File: src/core/e1_ovh_pkg.sv
// Constants, register map and carrier types for the E1 event and transmit overhead block.
// Assumes one 20 MHz clock and eight channels sharing one AXI4-Lite slave.
// ****************************************************************
// What this block does
// - Selected national nibble readable in four bits, first received bit in MSB.
// - Reported nibble changes only after two successive identical nibbles.
// - Eight channel copies of each register, spaced 0x80 in index.
// - Reading the event register clears all its flags.
// - Offline frame loss flag sets on any change of its state input.
// - V5.2 link id flag sets on any toggle of its state input.
// - Remote alarm plus far-end error persisting 10 ms sets its flag.
// - Over 990 far-end errors per second for 5 seconds sets flag.
// - Separate flags for frame, sub-multiframe, multiframe and signaling multiframe starts.
// - Interrupt pin driven only for flags whose enable is one; enables reset zero.
// - FIFO reinit bit one holds generator in init, zero resumes.
// - TS16 source 00 passes input TS16; host also sets extra bits bypass.
// - TS16 source 11 takes per-slot signaling, frame 0 gets alignment pattern.
// - TS16 source selection applies only while all-ones alarm force is zero.
// - CRC off: insert programmed cross-border bits unless bypassed, then pass input.
// - CRC on, cross-border bypass off: insert alignment pattern and CRC-4 of previous sub-multiframe.
// - CRC on with reporting: E bits carry far-end errors; needs FAS insert on.
// - FAS insert on: timeslot 0 of FAS frames carries alignment sequence.
// - FAS insert off: data passes unchanged; CRC, report and bypass bits ignored.
// - Nibble select codes 100-111 pick Sa4-Sa7, 000 picks Sa8.
// ****************************************************************
package e1_ovh_pkg;

  localparam int NCH = 8;
  localparam int ADDR_W = 12;

  // Register indices; byte address is four times the index
  localparam logic [6:0] IDX_NIB_SEL = 7'h3b;
  localparam logic [6:0] IDX_NIBBLE = 7'h3d;
  localparam logic [6:0] IDX_IRQ_EN = 7'h3e;
  localparam logic [6:0] IDX_FLAGS = 7'h3f;
  localparam logic [6:0] IDX_TX_CFG = 7'h40;
  localparam int CH_STRIDE = 'h80;

  localparam logic [7:0] RST_IRQ_EN = 8'h00;
  localparam logic [7:0] RST_TX_CFG = 8'h60;
  localparam logic [2:0] RST_NIB_SEL = 3'h0;

  // Event flag and enable bit positions
  localparam int B_OOF = 7;
  localparam int B_RAI = 6;
  localparam int B_PFEBE = 5;
  localparam int B_V52 = 4;
  localparam int B_BF = 3;
  localparam int B_SMF = 2;
  localparam int B_MF = 1;
  localparam int B_SIGMF = 0;

  // Transmit configuration bit positions
  localparam int C_REINIT = 7;
  localparam int C_SRC_HI = 6;
  localparam int C_SRC_LO = 5;
  localparam int C_CRC_ON = 4;
  localparam int C_FAS_OFF = 3;
  localparam int C_FEBE_OFF = 2;
  localparam int C_XB_BYP = 1;
  localparam int C_EXTRA_BYP = 0;

  // Overhead patterns and programmed defaults
  localparam logic [6:0] FAS_PATTERN = 7'h1b;
  localparam logic [5:0] MFAS_PATTERN = 6'h0b;
  localparam logic [1:0] SI_DEFAULT = 2'h3;
  localparam logic [2:0] EXTRA_DEFAULT = 3'h7;
  localparam logic [3:0] SIGMF_ALIGN = 4'h0;

  // Timing
  localparam int CLK_HZ = 20_000_000;
  localparam int RAI_PERSIST_MS = 10;
  localparam int RAI_CYCLES = CLK_HZ / 1000 * RAI_PERSIST_MS;
  localparam int SECOND_CYCLES = CLK_HZ;
  localparam logic [9:0] FEBE_LIMIT = 10'd990;
  localparam logic [2:0] FEBE_SECONDS = 3'd5;

  localparam logic [1:0] RESP_OKAY = 2'h0;
  localparam logic [1:0] RESP_SLVERR = 2'h2;

  typedef struct packed {
    logic basic_frame_start;
    logic crc_submf_start;
    logic crc_mf_start;
    logic sig_mf_start;
    logic nfas_strobe;
    logic [4:0] sa_bits;
    logic a_bit;
    logic e_strobe;
    logic [1:0] e_bits;
    logic offline_frame_loss_state;
    logic v52_link_id_state;
  } rx_in_t;

  typedef struct packed {
    logic valid;
    logic [3:0] frame;
    logic [4:0] ts;
    logic [7:0] data;
    logic [7:0] sig;
    logic [7:0] ctrl;
    logic use_ctrl;
    logic sig_mf_frame0;
    logic all_ones_force;
    logic [1:0] far_crc_ok;
  } tx_in_t;

  typedef struct packed {
    logic valid;
    logic [7:0] data;
  } tx_out_t;

endpackage : e1_ovh_pkg

File: src/core/e1_ovh_core.sv
// Eight-channel E1 receive event reporting and transmit overhead insertion.
// Assumes receive and transmit strobes synchronous to aclk, at most one byte per cycle.
`timescale 1ns/1ns
`default_nettype none
module e1_ovh_core #(
  parameter int RAI_PERSIST_CYCLES = e1_ovh_pkg::RAI_CYCLES,
  parameter int ONE_SECOND_CYCLES = e1_ovh_pkg::SECOND_CYCLES
) (
  // Clock and reset
  input wire logic aclk,
  input wire logic aresetn,
  // AXI4-Lite slave
  input wire logic [e1_ovh_pkg::ADDR_W-1:0] s_axi_awaddr,
  input wire logic s_axi_awvalid,
  output logic s_axi_awready,
  input wire logic [31:0] s_axi_wdata,
  input wire logic [3:0] s_axi_wstrb,
  input wire logic s_axi_wvalid,
  output logic s_axi_wready,
  output logic [1:0] s_axi_bresp,
  output logic s_axi_bvalid,
  input wire logic s_axi_bready,
  input wire logic [e1_ovh_pkg::ADDR_W-1:0] s_axi_araddr,
  input wire logic s_axi_arvalid,
  output logic s_axi_arready,
  output logic [31:0] s_axi_rdata,
  output logic [1:0] s_axi_rresp,
  output logic s_axi_rvalid,
  input wire logic s_axi_rready,
  // Receive framer events
  input wire e1_ovh_pkg::rx_in_t rx_in [e1_ovh_pkg::NCH],
  // Transmit data path
  input wire e1_ovh_pkg::tx_in_t tx_in [e1_ovh_pkg::NCH],
  output e1_ovh_pkg::tx_out_t tx_out [e1_ovh_pkg::NCH],
  output logic [e1_ovh_pkg::NCH-1:0] tx_fifo_reinit,
  // Interrupt
  output logic irq_n
);
  import e1_ovh_pkg::*;

  // ****************************************************************
  // Functions
  // ****************************************************************
  function automatic logic pick_sa(input logic [2:0] sel, input logic [4:0] sa);
    case (sel)
      3'h4: pick_sa = sa[4];
      3'h5: pick_sa = sa[3];
      3'h6: pick_sa = sa[2];
      3'h7: pick_sa = sa[1];
      3'h0: pick_sa = sa[0];
      default: pick_sa = 1'b0;
    endcase
  endfunction : pick_sa

  // CRC-4, x^4 + x + 1, MSB of the byte first
  function automatic logic [3:0] crc4_byte(input logic [3:0] c, input logic [7:0] b);
    logic [3:0] r;
    logic fb;
    r = c;
    for (int i = 7; i >= 0; i--) begin
      fb = r[3] ^ b[i];
      r = {r[2], r[1], r[0] ^ fb, fb};
    end
    return r;
  endfunction : crc4_byte

  // ****************************************************************
  // Registers
  // ****************************************************************
  logic [7:0] irq_en_q [NCH];
  logic [7:0] flags_q [NCH];
  logic [7:0] tx_cfg_q [NCH];
  logic [2:0] nib_sel_q [NCH];
  logic [3:0] nibble_q [NCH];
  logic [7:0] ev [NCH];

  // AXI state
  logic aw_held_q, w_held_q;
  logic [ADDR_W-1:0] awaddr_q;
  logic [7:0] wdata_q;
  logic wstrb0_q;
  logic do_write;
  logic [9:0] widx;
  logic [9:0] ridx;
  logic rd_take;
  logic [7:0] rd_byte;
  logic rd_ok;
  logic wr_ok;

  assign s_axi_awready = !aw_held_q && !s_axi_bvalid;
  assign s_axi_wready = !w_held_q && !s_axi_bvalid;
  assign s_axi_arready = !s_axi_rvalid;
  assign do_write = aw_held_q && w_held_q && !s_axi_bvalid;
  assign widx = awaddr_q[ADDR_W-1:2];
  assign ridx = s_axi_araddr[ADDR_W-1:2];
  assign rd_take = s_axi_arvalid && s_axi_arready;

  // ****************************************************************
  // Register bus
  // ****************************************************************
  always_ff @(posedge aclk) begin
    if (!aresetn) begin
      aw_held_q <= 1'b0;
      w_held_q <= 1'b0;
      awaddr_q <= '0;
      wdata_q <= 8'h00;
      wstrb0_q <= 1'b0;
      s_axi_bvalid <= 1'b0;
      s_axi_bresp <= RESP_OKAY;
    end else begin
      if (s_axi_awvalid && s_axi_awready) begin
        aw_held_q <= 1'b1;
        awaddr_q <= s_axi_awaddr;
      end
      if (s_axi_wvalid && s_axi_wready) begin
        w_held_q <= 1'b1;
        wdata_q <= s_axi_wdata[7:0];
        wstrb0_q <= s_axi_wstrb[0];
      end
      if (do_write) begin
        aw_held_q <= 1'b0;
        w_held_q <= 1'b0;
        s_axi_bvalid <= 1'b1;
        s_axi_bresp <= wr_ok ? RESP_OKAY : RESP_SLVERR;
      end else if (s_axi_bvalid && s_axi_bready) begin
        s_axi_bvalid <= 1'b0;
      end
    end
  end

  // Channel copies sit at index + 0x80 * channel
  always_comb begin
    wr_ok = (widx[6:0] == IDX_NIB_SEL) || (widx[6:0] == IDX_IRQ_EN) ||
            (widx[6:0] == IDX_TX_CFG);
    rd_ok = 1'b1;
    case (ridx[6:0])
      IDX_NIB_SEL: rd_byte = {nib_sel_q[ridx[9:7]], 5'h00};
      IDX_NIBBLE: rd_byte = {4'h0, nibble_q[ridx[9:7]]};
      IDX_IRQ_EN: rd_byte = irq_en_q[ridx[9:7]];
      IDX_FLAGS: rd_byte = flags_q[ridx[9:7]];
      IDX_TX_CFG: rd_byte = tx_cfg_q[ridx[9:7]];
      default: begin
        rd_byte = 8'h00;
        rd_ok = 1'b0;
      end
    endcase
  end

  always_ff @(posedge aclk) begin
    if (!aresetn) begin
      s_axi_rvalid <= 1'b0;
      s_axi_rdata <= 32'h0;
      s_axi_rresp <= RESP_OKAY;
    end else if (rd_take) begin
      s_axi_rvalid <= 1'b1;
      s_axi_rdata <= {24'h0, rd_byte};
      s_axi_rresp <= rd_ok ? RESP_OKAY : RESP_SLVERR;
    end else if (s_axi_rvalid && s_axi_rready) begin
      s_axi_rvalid <= 1'b0;
    end
  end

  // Software-written control registers
  always_ff @(posedge aclk) begin
    if (!aresetn) begin
      for (int c = 0; c < NCH; c++) begin
        irq_en_q[c] <= RST_IRQ_EN;
        tx_cfg_q[c] <= RST_TX_CFG;
        nib_sel_q[c] <= RST_NIB_SEL;
      end
    end else if (do_write && wstrb0_q) begin
      case (widx[6:0])
        IDX_NIB_SEL: nib_sel_q[widx[9:7]] <= wdata_q[7:5];
        IDX_IRQ_EN: irq_en_q[widx[9:7]] <= wdata_q;
        IDX_TX_CFG: tx_cfg_q[widx[9:7]] <= wdata_q;
        default: ;
      endcase
    end
  end

  // ****************************************************************
  // Receive events
  // ****************************************************************
  logic primed_q;
  logic oof_prev_q [NCH];
  logic v52_prev_q [NCH];
  logic a_q [NCH];
  logic febe_q [NCH];
  logic [17:0] rai_cnt_q [NCH];
  logic [9:0] febe_cnt_q [NCH];
  logic [2:0] streak_q [NCH];
  logic [24:0] sec_cnt_q;
  logic sec_tick;
  logic [9:0] febe_add [NCH];
  logic [9:0] febe_sum [NCH];

  assign sec_tick = (sec_cnt_q == 25'(ONE_SECOND_CYCLES - 1));

  always_comb begin
    for (int c = 0; c < NCH; c++) begin
      febe_add[c] = rx_in[c].e_strobe ?
                    10'({1'b0, ~rx_in[c].e_bits[1]} + {1'b0, ~rx_in[c].e_bits[0]}) : 10'h0;
      febe_sum[c] = (febe_cnt_q[c] > 10'h3fd) ? 10'h3ff : febe_cnt_q[c] + febe_add[c];
      ev[c] = 8'h00;
      ev[c][B_OOF] = primed_q &&
                     (rx_in[c].offline_frame_loss_state != oof_prev_q[c]);
      ev[c][B_V52] = primed_q && (rx_in[c].v52_link_id_state != v52_prev_q[c]);
      ev[c][B_RAI] = a_q[c] && febe_q[c] &&
                     (rai_cnt_q[c] == 18'(RAI_PERSIST_CYCLES - 1));
      ev[c][B_PFEBE] = sec_tick && (febe_sum[c] > FEBE_LIMIT) &&
                       (streak_q[c] == FEBE_SECONDS - 3'd1);
      ev[c][B_BF] = rx_in[c].basic_frame_start;
      ev[c][B_SMF] = rx_in[c].crc_submf_start;
      ev[c][B_MF] = rx_in[c].crc_mf_start;
      ev[c][B_SIGMF] = rx_in[c].sig_mf_start;
    end
  end

  always_ff @(posedge aclk) begin
    if (!aresetn) begin
      primed_q <= 1'b0;
      sec_cnt_q <= '0;
    end else begin
      primed_q <= 1'b1;
      sec_cnt_q <= sec_tick ? 25'h0 : sec_cnt_q + 25'h1;
    end
  end

  // Persistence counters and level history
  always_ff @(posedge aclk) begin
    if (!aresetn) begin
      for (int c = 0; c < NCH; c++) begin
        oof_prev_q[c] <= 1'b0;
        v52_prev_q[c] <= 1'b0;
        a_q[c] <= 1'b0;
        febe_q[c] <= 1'b0;
        rai_cnt_q[c] <= '0;
        febe_cnt_q[c] <= '0;
        streak_q[c] <= '0;
      end
    end else begin
      for (int c = 0; c < NCH; c++) begin
        oof_prev_q[c] <= rx_in[c].offline_frame_loss_state;
        v52_prev_q[c] <= rx_in[c].v52_link_id_state;
        if (rx_in[c].nfas_strobe) begin
          a_q[c] <= rx_in[c].a_bit;
        end
        if (rx_in[c].e_strobe) begin
          febe_q[c] <= ~&rx_in[c].e_bits;
        end
        // Counter parks at the limit so the flag fires once per episode
        if (!(a_q[c] && febe_q[c])) begin
          rai_cnt_q[c] <= '0;
        end else if (rai_cnt_q[c] != 18'(RAI_PERSIST_CYCLES)) begin
          rai_cnt_q[c] <= rai_cnt_q[c] + 18'h1;
        end
        if (sec_tick) begin
          febe_cnt_q[c] <= '0;
          if (febe_sum[c] <= FEBE_LIMIT || ev[c][B_PFEBE]) begin
            streak_q[c] <= '0;
          end else begin
            streak_q[c] <= streak_q[c] + 3'h1;
          end
        end else begin
          febe_cnt_q[c] <= febe_sum[c];
        end
      end
    end
  end

  // Sticky flags; a new event in the read cycle survives the clear
  always_ff @(posedge aclk) begin
    if (!aresetn) begin
      for (int c = 0; c < NCH; c++) begin
        flags_q[c] <= 8'h00;
      end
    end else begin
      for (int c = 0; c < NCH; c++) begin
        if (rd_take && ridx[6:0] == IDX_FLAGS && ridx[9:7] == 3'(c)) begin
          flags_q[c] <= ev[c];
        end else begin
          flags_q[c] <= flags_q[c] | ev[c];
        end
      end
    end
  end

  always_comb begin
    irq_n = 1'b1;
    for (int c = 0; c < NCH; c++) begin
      if (|(flags_q[c] & irq_en_q[c])) begin
        irq_n = 1'b0;
      end
    end
  end

  // ****************************************************************
  // National nibble debounce
  // ****************************************************************
  logic [1:0] sa_cnt_q [NCH];
  logic [2:0] sa_shift_q [NCH];
  logic [3:0] sa_prev_q [NCH];
  logic sa_prev_ok_q [NCH];
  logic [3:0] sa_new [NCH];

  always_comb begin
    for (int c = 0; c < NCH; c++) begin
      sa_new[c] = {sa_shift_q[c], pick_sa(nib_sel_q[c], rx_in[c].sa_bits)};
    end
  end

  always_ff @(posedge aclk) begin
    if (!aresetn) begin
      for (int c = 0; c < NCH; c++) begin
        sa_cnt_q[c] <= '0;
        sa_shift_q[c] <= '0;
        sa_prev_q[c] <= '0;
        sa_prev_ok_q[c] <= 1'b0;
        nibble_q[c] <= '0;
      end
    end else begin
      for (int c = 0; c < NCH; c++) begin
        if (rx_in[c].crc_submf_start) begin
          sa_cnt_q[c] <= '0;
        end else if (rx_in[c].nfas_strobe) begin
          sa_cnt_q[c] <= sa_cnt_q[c] + 2'h1;
          sa_shift_q[c] <= sa_new[c][2:0];
          if (sa_cnt_q[c] == 2'h3) begin
            sa_prev_q[c] <= sa_new[c];
            sa_prev_ok_q[c] <= 1'b1;
            if (sa_prev_ok_q[c] && sa_prev_q[c] == sa_new[c]) begin
              nibble_q[c] <= sa_new[c];
            end
          end
        end
      end
    end
  end

  // ****************************************************************
  // Transmit overhead insertion
  // ****************************************************************
  logic [3:0] crc_run_q [NCH];
  logic [3:0] crc_hold_q [NCH];
  logic [3:0] crc_src [NCH];
  logic [7:0] out_byte [NCH];
  logic smf_start [NCH];
  logic crc_eff [NCH];

  assign tx_fifo_reinit = {tx_cfg_q[7][C_REINIT], tx_cfg_q[6][C_REINIT],
                           tx_cfg_q[5][C_REINIT], tx_cfg_q[4][C_REINIT],
                           tx_cfg_q[3][C_REINIT], tx_cfg_q[2][C_REINIT],
                           tx_cfg_q[1][C_REINIT], tx_cfg_q[0][C_REINIT]};

  always_comb begin
    for (int c = 0; c < NCH; c++) begin
      smf_start[c] = tx_in[c].ts == 5'h0 && tx_in[c].frame[2:0] == 3'h0;
      // CRC bits of the finished sub-multiframe go out in the next one
      crc_src[c] = smf_start[c] ? crc_run_q[c] : crc_hold_q[c];
      crc_eff[c] = tx_cfg_q[c][C_CRC_ON] && !tx_cfg_q[c][C_FAS_OFF] &&
                   !tx_cfg_q[c][C_XB_BYP];
      out_byte[c] = tx_in[c].data;
      if (tx_in[c].ts == 5'h0 && !tx_cfg_q[c][C_FAS_OFF]) begin
        if (!tx_in[c].frame[0]) begin
          out_byte[c][6:0] = FAS_PATTERN;
          if (crc_eff[c]) begin
            out_byte[c][7] = crc_src[c][3 - tx_in[c].frame[2:1]];
          end else if (!tx_cfg_q[c][C_XB_BYP]) begin
            out_byte[c][7] = SI_DEFAULT[1];
          end
        end else if (crc_eff[c]) begin
          if (tx_in[c].frame[3:1] < 3'h6) begin
            out_byte[c][7] = MFAS_PATTERN[5 - tx_in[c].frame[3:1]];
          end else if (!tx_cfg_q[c][C_FEBE_OFF]) begin
            out_byte[c][7] = tx_in[c].far_crc_ok[~tx_in[c].frame[1]];
          end else begin
            out_byte[c][7] = SI_DEFAULT[~tx_in[c].frame[1]];
          end
        end else if (!tx_cfg_q[c][C_XB_BYP]) begin
          out_byte[c][7] = SI_DEFAULT[0];
        end
      end
      if (tx_in[c].ts == 5'h10 && !tx_in[c].all_ones_force) begin
        if (tx_cfg_q[c][C_SRC_HI] && tx_cfg_q[c][C_SRC_LO]) begin
          out_byte[c] = tx_in[c].use_ctrl ? tx_in[c].ctrl : tx_in[c].sig;
          if (tx_in[c].sig_mf_frame0) begin
            out_byte[c] = {SIGMF_ALIGN, tx_in[c].data[3:0]};
            if (!tx_cfg_q[c][C_EXTRA_BYP] && !tx_cfg_q[c][C_FAS_OFF]) begin
              out_byte[c][3] = EXTRA_DEFAULT[2];
              out_byte[c][1] = EXTRA_DEFAULT[1];
              out_byte[c][0] = EXTRA_DEFAULT[0];
            end
          end
        end
        // Codes 00 and the reserved 01/10 leave input TS16 untouched
      end
      if (tx_in[c].all_ones_force) begin
        out_byte[c] = 8'hff;
      end
    end
  end

  // CRC runs over the sent sub-multiframe with C-bit positions as zero
  always_ff @(posedge aclk) begin
    if (!aresetn) begin
      for (int c = 0; c < NCH; c++) begin
        crc_run_q[c] <= '0;
        crc_hold_q[c] <= '0;
        tx_out[c] <= '0;
      end
    end else begin
      for (int c = 0; c < NCH; c++) begin
        tx_out[c].data <= out_byte[c];
        tx_out[c].valid <= tx_in[c].valid && !tx_cfg_q[c][C_REINIT];
        if (tx_cfg_q[c][C_REINIT]) begin
          crc_run_q[c] <= '0;
          crc_hold_q[c] <= '0;
        end else if (tx_in[c].valid) begin
          if (smf_start[c]) begin
            crc_hold_q[c] <= crc_run_q[c];
            crc_run_q[c] <= crc4_byte(4'h0, {1'b0, out_byte[c][6:0]});
          end else if (tx_in[c].ts == 5'h0 && !tx_in[c].frame[0]) begin
            crc_run_q[c] <= crc4_byte(crc_run_q[c], {1'b0, out_byte[c][6:0]});
          end else begin
            crc_run_q[c] <= crc4_byte(crc_run_q[c], out_byte[c]);
          end
        end
      end
    end
  end

endmodule : e1_ovh_core
`default_nettype wire

File: config.mk
export PLATFORM = sky130hd
export DESIGN_NAME = e1_ovh_core
export DESIGN_NICKNAME = d
export VERILOG_FILES = /design/src/core/e1_ovh_pkg.sv /design/src/core/e1_ovh_core.sv
export SDC_FILE = /design/constraint.sdc
export NUM_CORES = 2
export LEC_CHECK = 0
export BUFFER_PORTS_ARGS = -buffer_cell sky130_fd_sc_hd__buf_2
export CAP_MARGIN = 40
export CORE_UTILIZATION = 59
export CTS_CLUSTER_DIAMETER = 40
export CTS_CLUSTER_SIZE = 40
export DETAILED_ROUTE_END_ITERATION = 16
export PLACE_DENSITY_LB_ADDON = 0.15
export SLEW_MARGIN = 25
export SYNTH_ARGS = -nofsm -noshare
export SYNTH_HDL_FRONTEND = slang
export SYNTH_SLANG_ARGS = --single-unit
File: constraint.sdc
create_clock -name aclk -period 4.4 [get_ports aclk]
set_clock_uncertainty 0.1 [all_clocks]
set_input_delay 0.66 -clock aclk [delete_from_list [all_inputs] [get_ports aclk]]
set_output_delay 0.66 -clock aclk [all_outputs]
set_load 0.005 [all_outputs]
==> impl_metrics.sql <==
INSERT INTO impl_metrics (metric_group, metric, value, unit) VALUES
('finish', 'final-seq-area', '22510', 'um^2'),
('worst_setup_path', 'worst-endpoint-required', '3.64', 'ns'),
('logic_synthesis', 'synth.avg_cell_area', '10.84', 'um^2'),
('sta', 'max-slew-margin-rel', '0.3627', ''),
('power_and_ir_drop', 'p_int', '0.01580', 'W'),
('clocking', 'cts-htree-levels', '3', ''),
('worst_setup_path', 'ff2ff_path_depth', '9', ''),
('sta', 'finalSetupViolations', '0', ''),
('logic_synthesis', 'synth_ff_type', 'edfxtp_1', ''),
('worst_setup_path', 'critPathArrivalTime', '2.80', 'ns'),
('finish', 'final_cell_mix', 'edfxtp_1 (647), buf_2 (579), nor2_1 (393), nand2_1 (282), and2_1 (213)', ''),
('drt', 'drc_violation_total_after_the_first_tritonroute_iteration', '3194', ''),
('grt', 'number_of_antenna_violations_at_the_first_check_in_global_routing', '14', ''),
('placement', 'gpl.final_weighted_congestion', '0.9749', ''),
('placement', 'hpwlAfterDp', '94.32', 'mm'),
('clocking', 'worst_skew_pair.late_latency', '0.67', 'ns'),
('die', 'initial_utilization', '0.6006', ''),
('status', 'outcome', 'finished, final reports clean', ''),
('sta', 'timing_hold_violations_final', '0', ''),
('sta', 'worst_hold_slack', '0.1086', 'ns'),
('worst_setup_path', 'reg2reg_to', 'crc_run_q[0][6]', ''),
('die', 'placeableCoreArea', '74950', 'um^2'),
('power_and_ir_drop', 'p_sw_frac', '0.2525', ''),
('placement', 'io_buffers', '571', ''),
('worst_hold_path', 'hp-start', 'rx_in[49]', ''),
('finish', 'num-fill-cells', '5470', ''),
('power_and_ir_drop', 'total_power', '0.02114', 'W'),
('flow_run', 'max_cap_viol_count', '0', ''),
('worst_setup_path', 'regToRegSetupSlack', '1.05', 'ns'),
('clocking', 'clock_sinks', '801', ''),
('worst_setup_path', 'criticalPathCategory', 'flop to primary output', ''),
('drt', 'num_vias', '35090', ''),
('logic_synthesis', 'synth.yosys.seq_area_share', '0.5001', ''),
('die', 'fp.dieArea', '77410', 'um^2'),
('sta', 'setup_tns_final', '0', 'ns'),
('clocking', 'clock-root-buffer', 'clkbuf_16', ''),
('die', 'floorplan.rows', '100', ''),
('clocking', 'cts.hold.buffers_added', '0', ''),
('finish', 'area_growth', '19.15', '%'),
('logic_synthesis', 'synth_cells', '4151', ''),
('sta', 'worst_slew_pin_slew', '0.9547', 'ns'),
('grt', 'grt_overall_usage', '0.3157', ''),
('drt', 'drt_wl_total', '124.4', 'mm'),
('power_and_ir_drop', 'ir_worst_vdd', '0.0003938', 'V'),
('power_and_ir_drop', 'power.clock.fraction', '0.466', ''),
('power_and_ir_drop', 'share_comb_of_total_power', '0.114', ''),
('power_and_ir_drop', 'power_density', '394.1', 'nW/um^2'),
('worst_hold_path', 'timing.hold.worst_path_depth', '2', ''),
('power_and_ir_drop', 'total_leakage_power', '21.50', 'nW'),
('clocking', 'cts_buffers', '118', ''),
('logic_synthesis', 'synth_warnings', '0', ''),
('worst_setup_path', 'worst_setup_path_start_kind', 'flop', ''),
('finish', 'final_common_cell', 'edfxtp_1', ''),
('grt', 'first_global_vias', '33250', ''),
('grt', 'grt_start_max_net_pins', '130', ''),
('clocking', 'clock_transition_at_the_registers_of_the_reported_paths', '0.07', 'ns'),
('sta', 'final.min_clock_period', '3.555', 'ns'),
('logic_synthesis', 'postSynth.asyncResetShare', '0', ''),
('die', 'die_h', '278.2', 'um'),
('sta', 'rsz_0062_raised_after_global_routing', 'no', ''),
('logic_synthesis', 'synth_seq_cells', '801', ''),
('die', 'design.portCount', '629', ''),
('worst_setup_path', 'setup.worst_path.start', 'flags_q[1][6]', ''),
('clocking', 'cts_resized', '0', ''),
('finish', 'multi_input_area', '21750', 'um^2'),
('drt', 'detail_route.first_pass.iterations', '6', ''),
('worst_hold_path', 'holdCritPathClass', 'input port to flop', ''),
('drt', 'post_drt_via_cell_ratio', '5.881', ''),
('sta', 'report.final.slew_viol_count', '0', ''),
('logic_synthesis', 'mappedNetlistArea', '45020', 'um^2'),
('drt', 'remaining_drc_errors', '0', '');
==> kinds of logic (layout without fill, tap and decap cells) <==
kind of cell	count (synthesis)	count (layout)	share of synthesized area
AO/OA/AOI/OAI	615	615	0.09008
XOR/XNOR	392	392	0.08049
adder cells (fa/ha/maj)	90	90	0.02629
buffers and inverters	333	1005	0.03091
flip-flops	801	801	0.5001
multiplexers	223	223	0.07216
other	2	177	0.0001668
AND/OR/NAND/NOR	1695	1695	0.1998
==> how the worst max path moves through the flow <==
stage	to	slack, ns
after floorplan	crc_run_q[0][1]	1.04
after global placement	crc_run_q[0][1]	0.71
after detailed placement	crc_run_q[0][1]	0.66
after CTS	irq_n	0.83
after global routing	irq_n	0.80
final	irq_n	0.84
==> flip-flops by register name, summed over array words and instances, names as in the netlist, 10 cells and up <==
register	flops
sa_cnt_q	16
nibble_q	32
crc_run_q	32
sa_shift_q	24
tx_cfg_q	64
febe_cnt_q	80
nib_sel_q	24
sa_prev_q	32
crc_hold_q	30
flags_q	64
awaddr_q	10
streak_q	24
rai_cnt_q	144
sec_cnt_q	25
irq_en_q	64
tx_out	72
==> final cells by class <==
| type | instances | area share |
|---|---|---|
| Tap cell | 969 | 0.02260 |
| Antenna cell | 7 | 0.0003266 |
| Inverter | 149 | 0.01043 |
| Clock buffer | 127 | 0.05608 |
| Sequential cell | 801 | 0.4197 |
| Multi-Input combinational cell | 3185 | 0.4055 |
| Clock inverter | 96 | 0.02211 |
| Timing Repair Buffer | 633 | 0.06320 |
==> through the flow <==
stage,instance area [um^2],util,worst slack (ns),std cells
floorplan,45650,-,1.043,4319
global placement,49260,0.6573,0.7098,5718
detailed placement,49370,0.6587,0.6580,5732
CTS,53560,0.7146,0.8343,5955
global route,53630,0.7156,0.7985,5966
finish,53640,0.7156,0.8450,5967
==> layer usage <==
metal / GRT usage / share of wire / vias up
met2: 0.5203 / 0.48 / 1507
met4: 0.1346 / 0.045 / 14
met3: 0.06691 / 0.082 / 308
li1: - / - / 16450
met5: 0 / 0.00075 / -
met1: 0.4037 / 0.40 / 16810
==> power groups by stage <==
stage	clock [W]	combinational (W)	sequential (W)
5_1_grt	0.0103	0.00261	0.00891
4_1_cts	0.00995	0.00237	0.00888
3_5_place_dp	0	0.00234	0.00903
3_3_place_gp	0	0.00228	0.00903
6_report	0.00985	0.00240	0.00889
2_1_floorplan	0	0.00166	0.00888
==> critical path, stage by stage, from the launching register on <==
cell,delay (ns)
edfxtp_1,0.51
a22o_1,0.30
a221oi_1,0.22
nand4_1,0.18
nor4_1,0.67
buf_2,0.24
==> synthesized netlist by cell type (all sizes together), types with 50 or more instances <==
| master | n | area share |
|---|---|---|
| nor2 | 393 | 0.033 |
| buf | 54 | 0.0076 |
| dfxtp | 154 | 0.068 |
| nand4 | 51 | 0.0071 |
| nand3 | 139 | 0.015 |
| and2 | 216 | 0.030 |
| nand2 | 283 | 0.024 |
| and3 | 122 | 0.017 |
| nor2b | 155 | 0.022 |
| o21ai | 133 | 0.015 |
| xor2 | 184 | 0.036 |
| mux4 | 77 | 0.039 |
| nor3 | 66 | 0.0081 |
| inv | 149 | 0.012 |
| or3 | 50 | 0.0072 |
| edfxtp | 647 | 0.43 |
| nand2b | 64 | 0.0089 |
| mux2i | 104 | 0.023 |
| ha | 81 | 0.023 |
| clkbuf | 130 | 0.011 |
| xnor2 | 195 | 0.038 |
| a21oi | 181 | 0.020 |
Power figures use the tool's default switching activity.
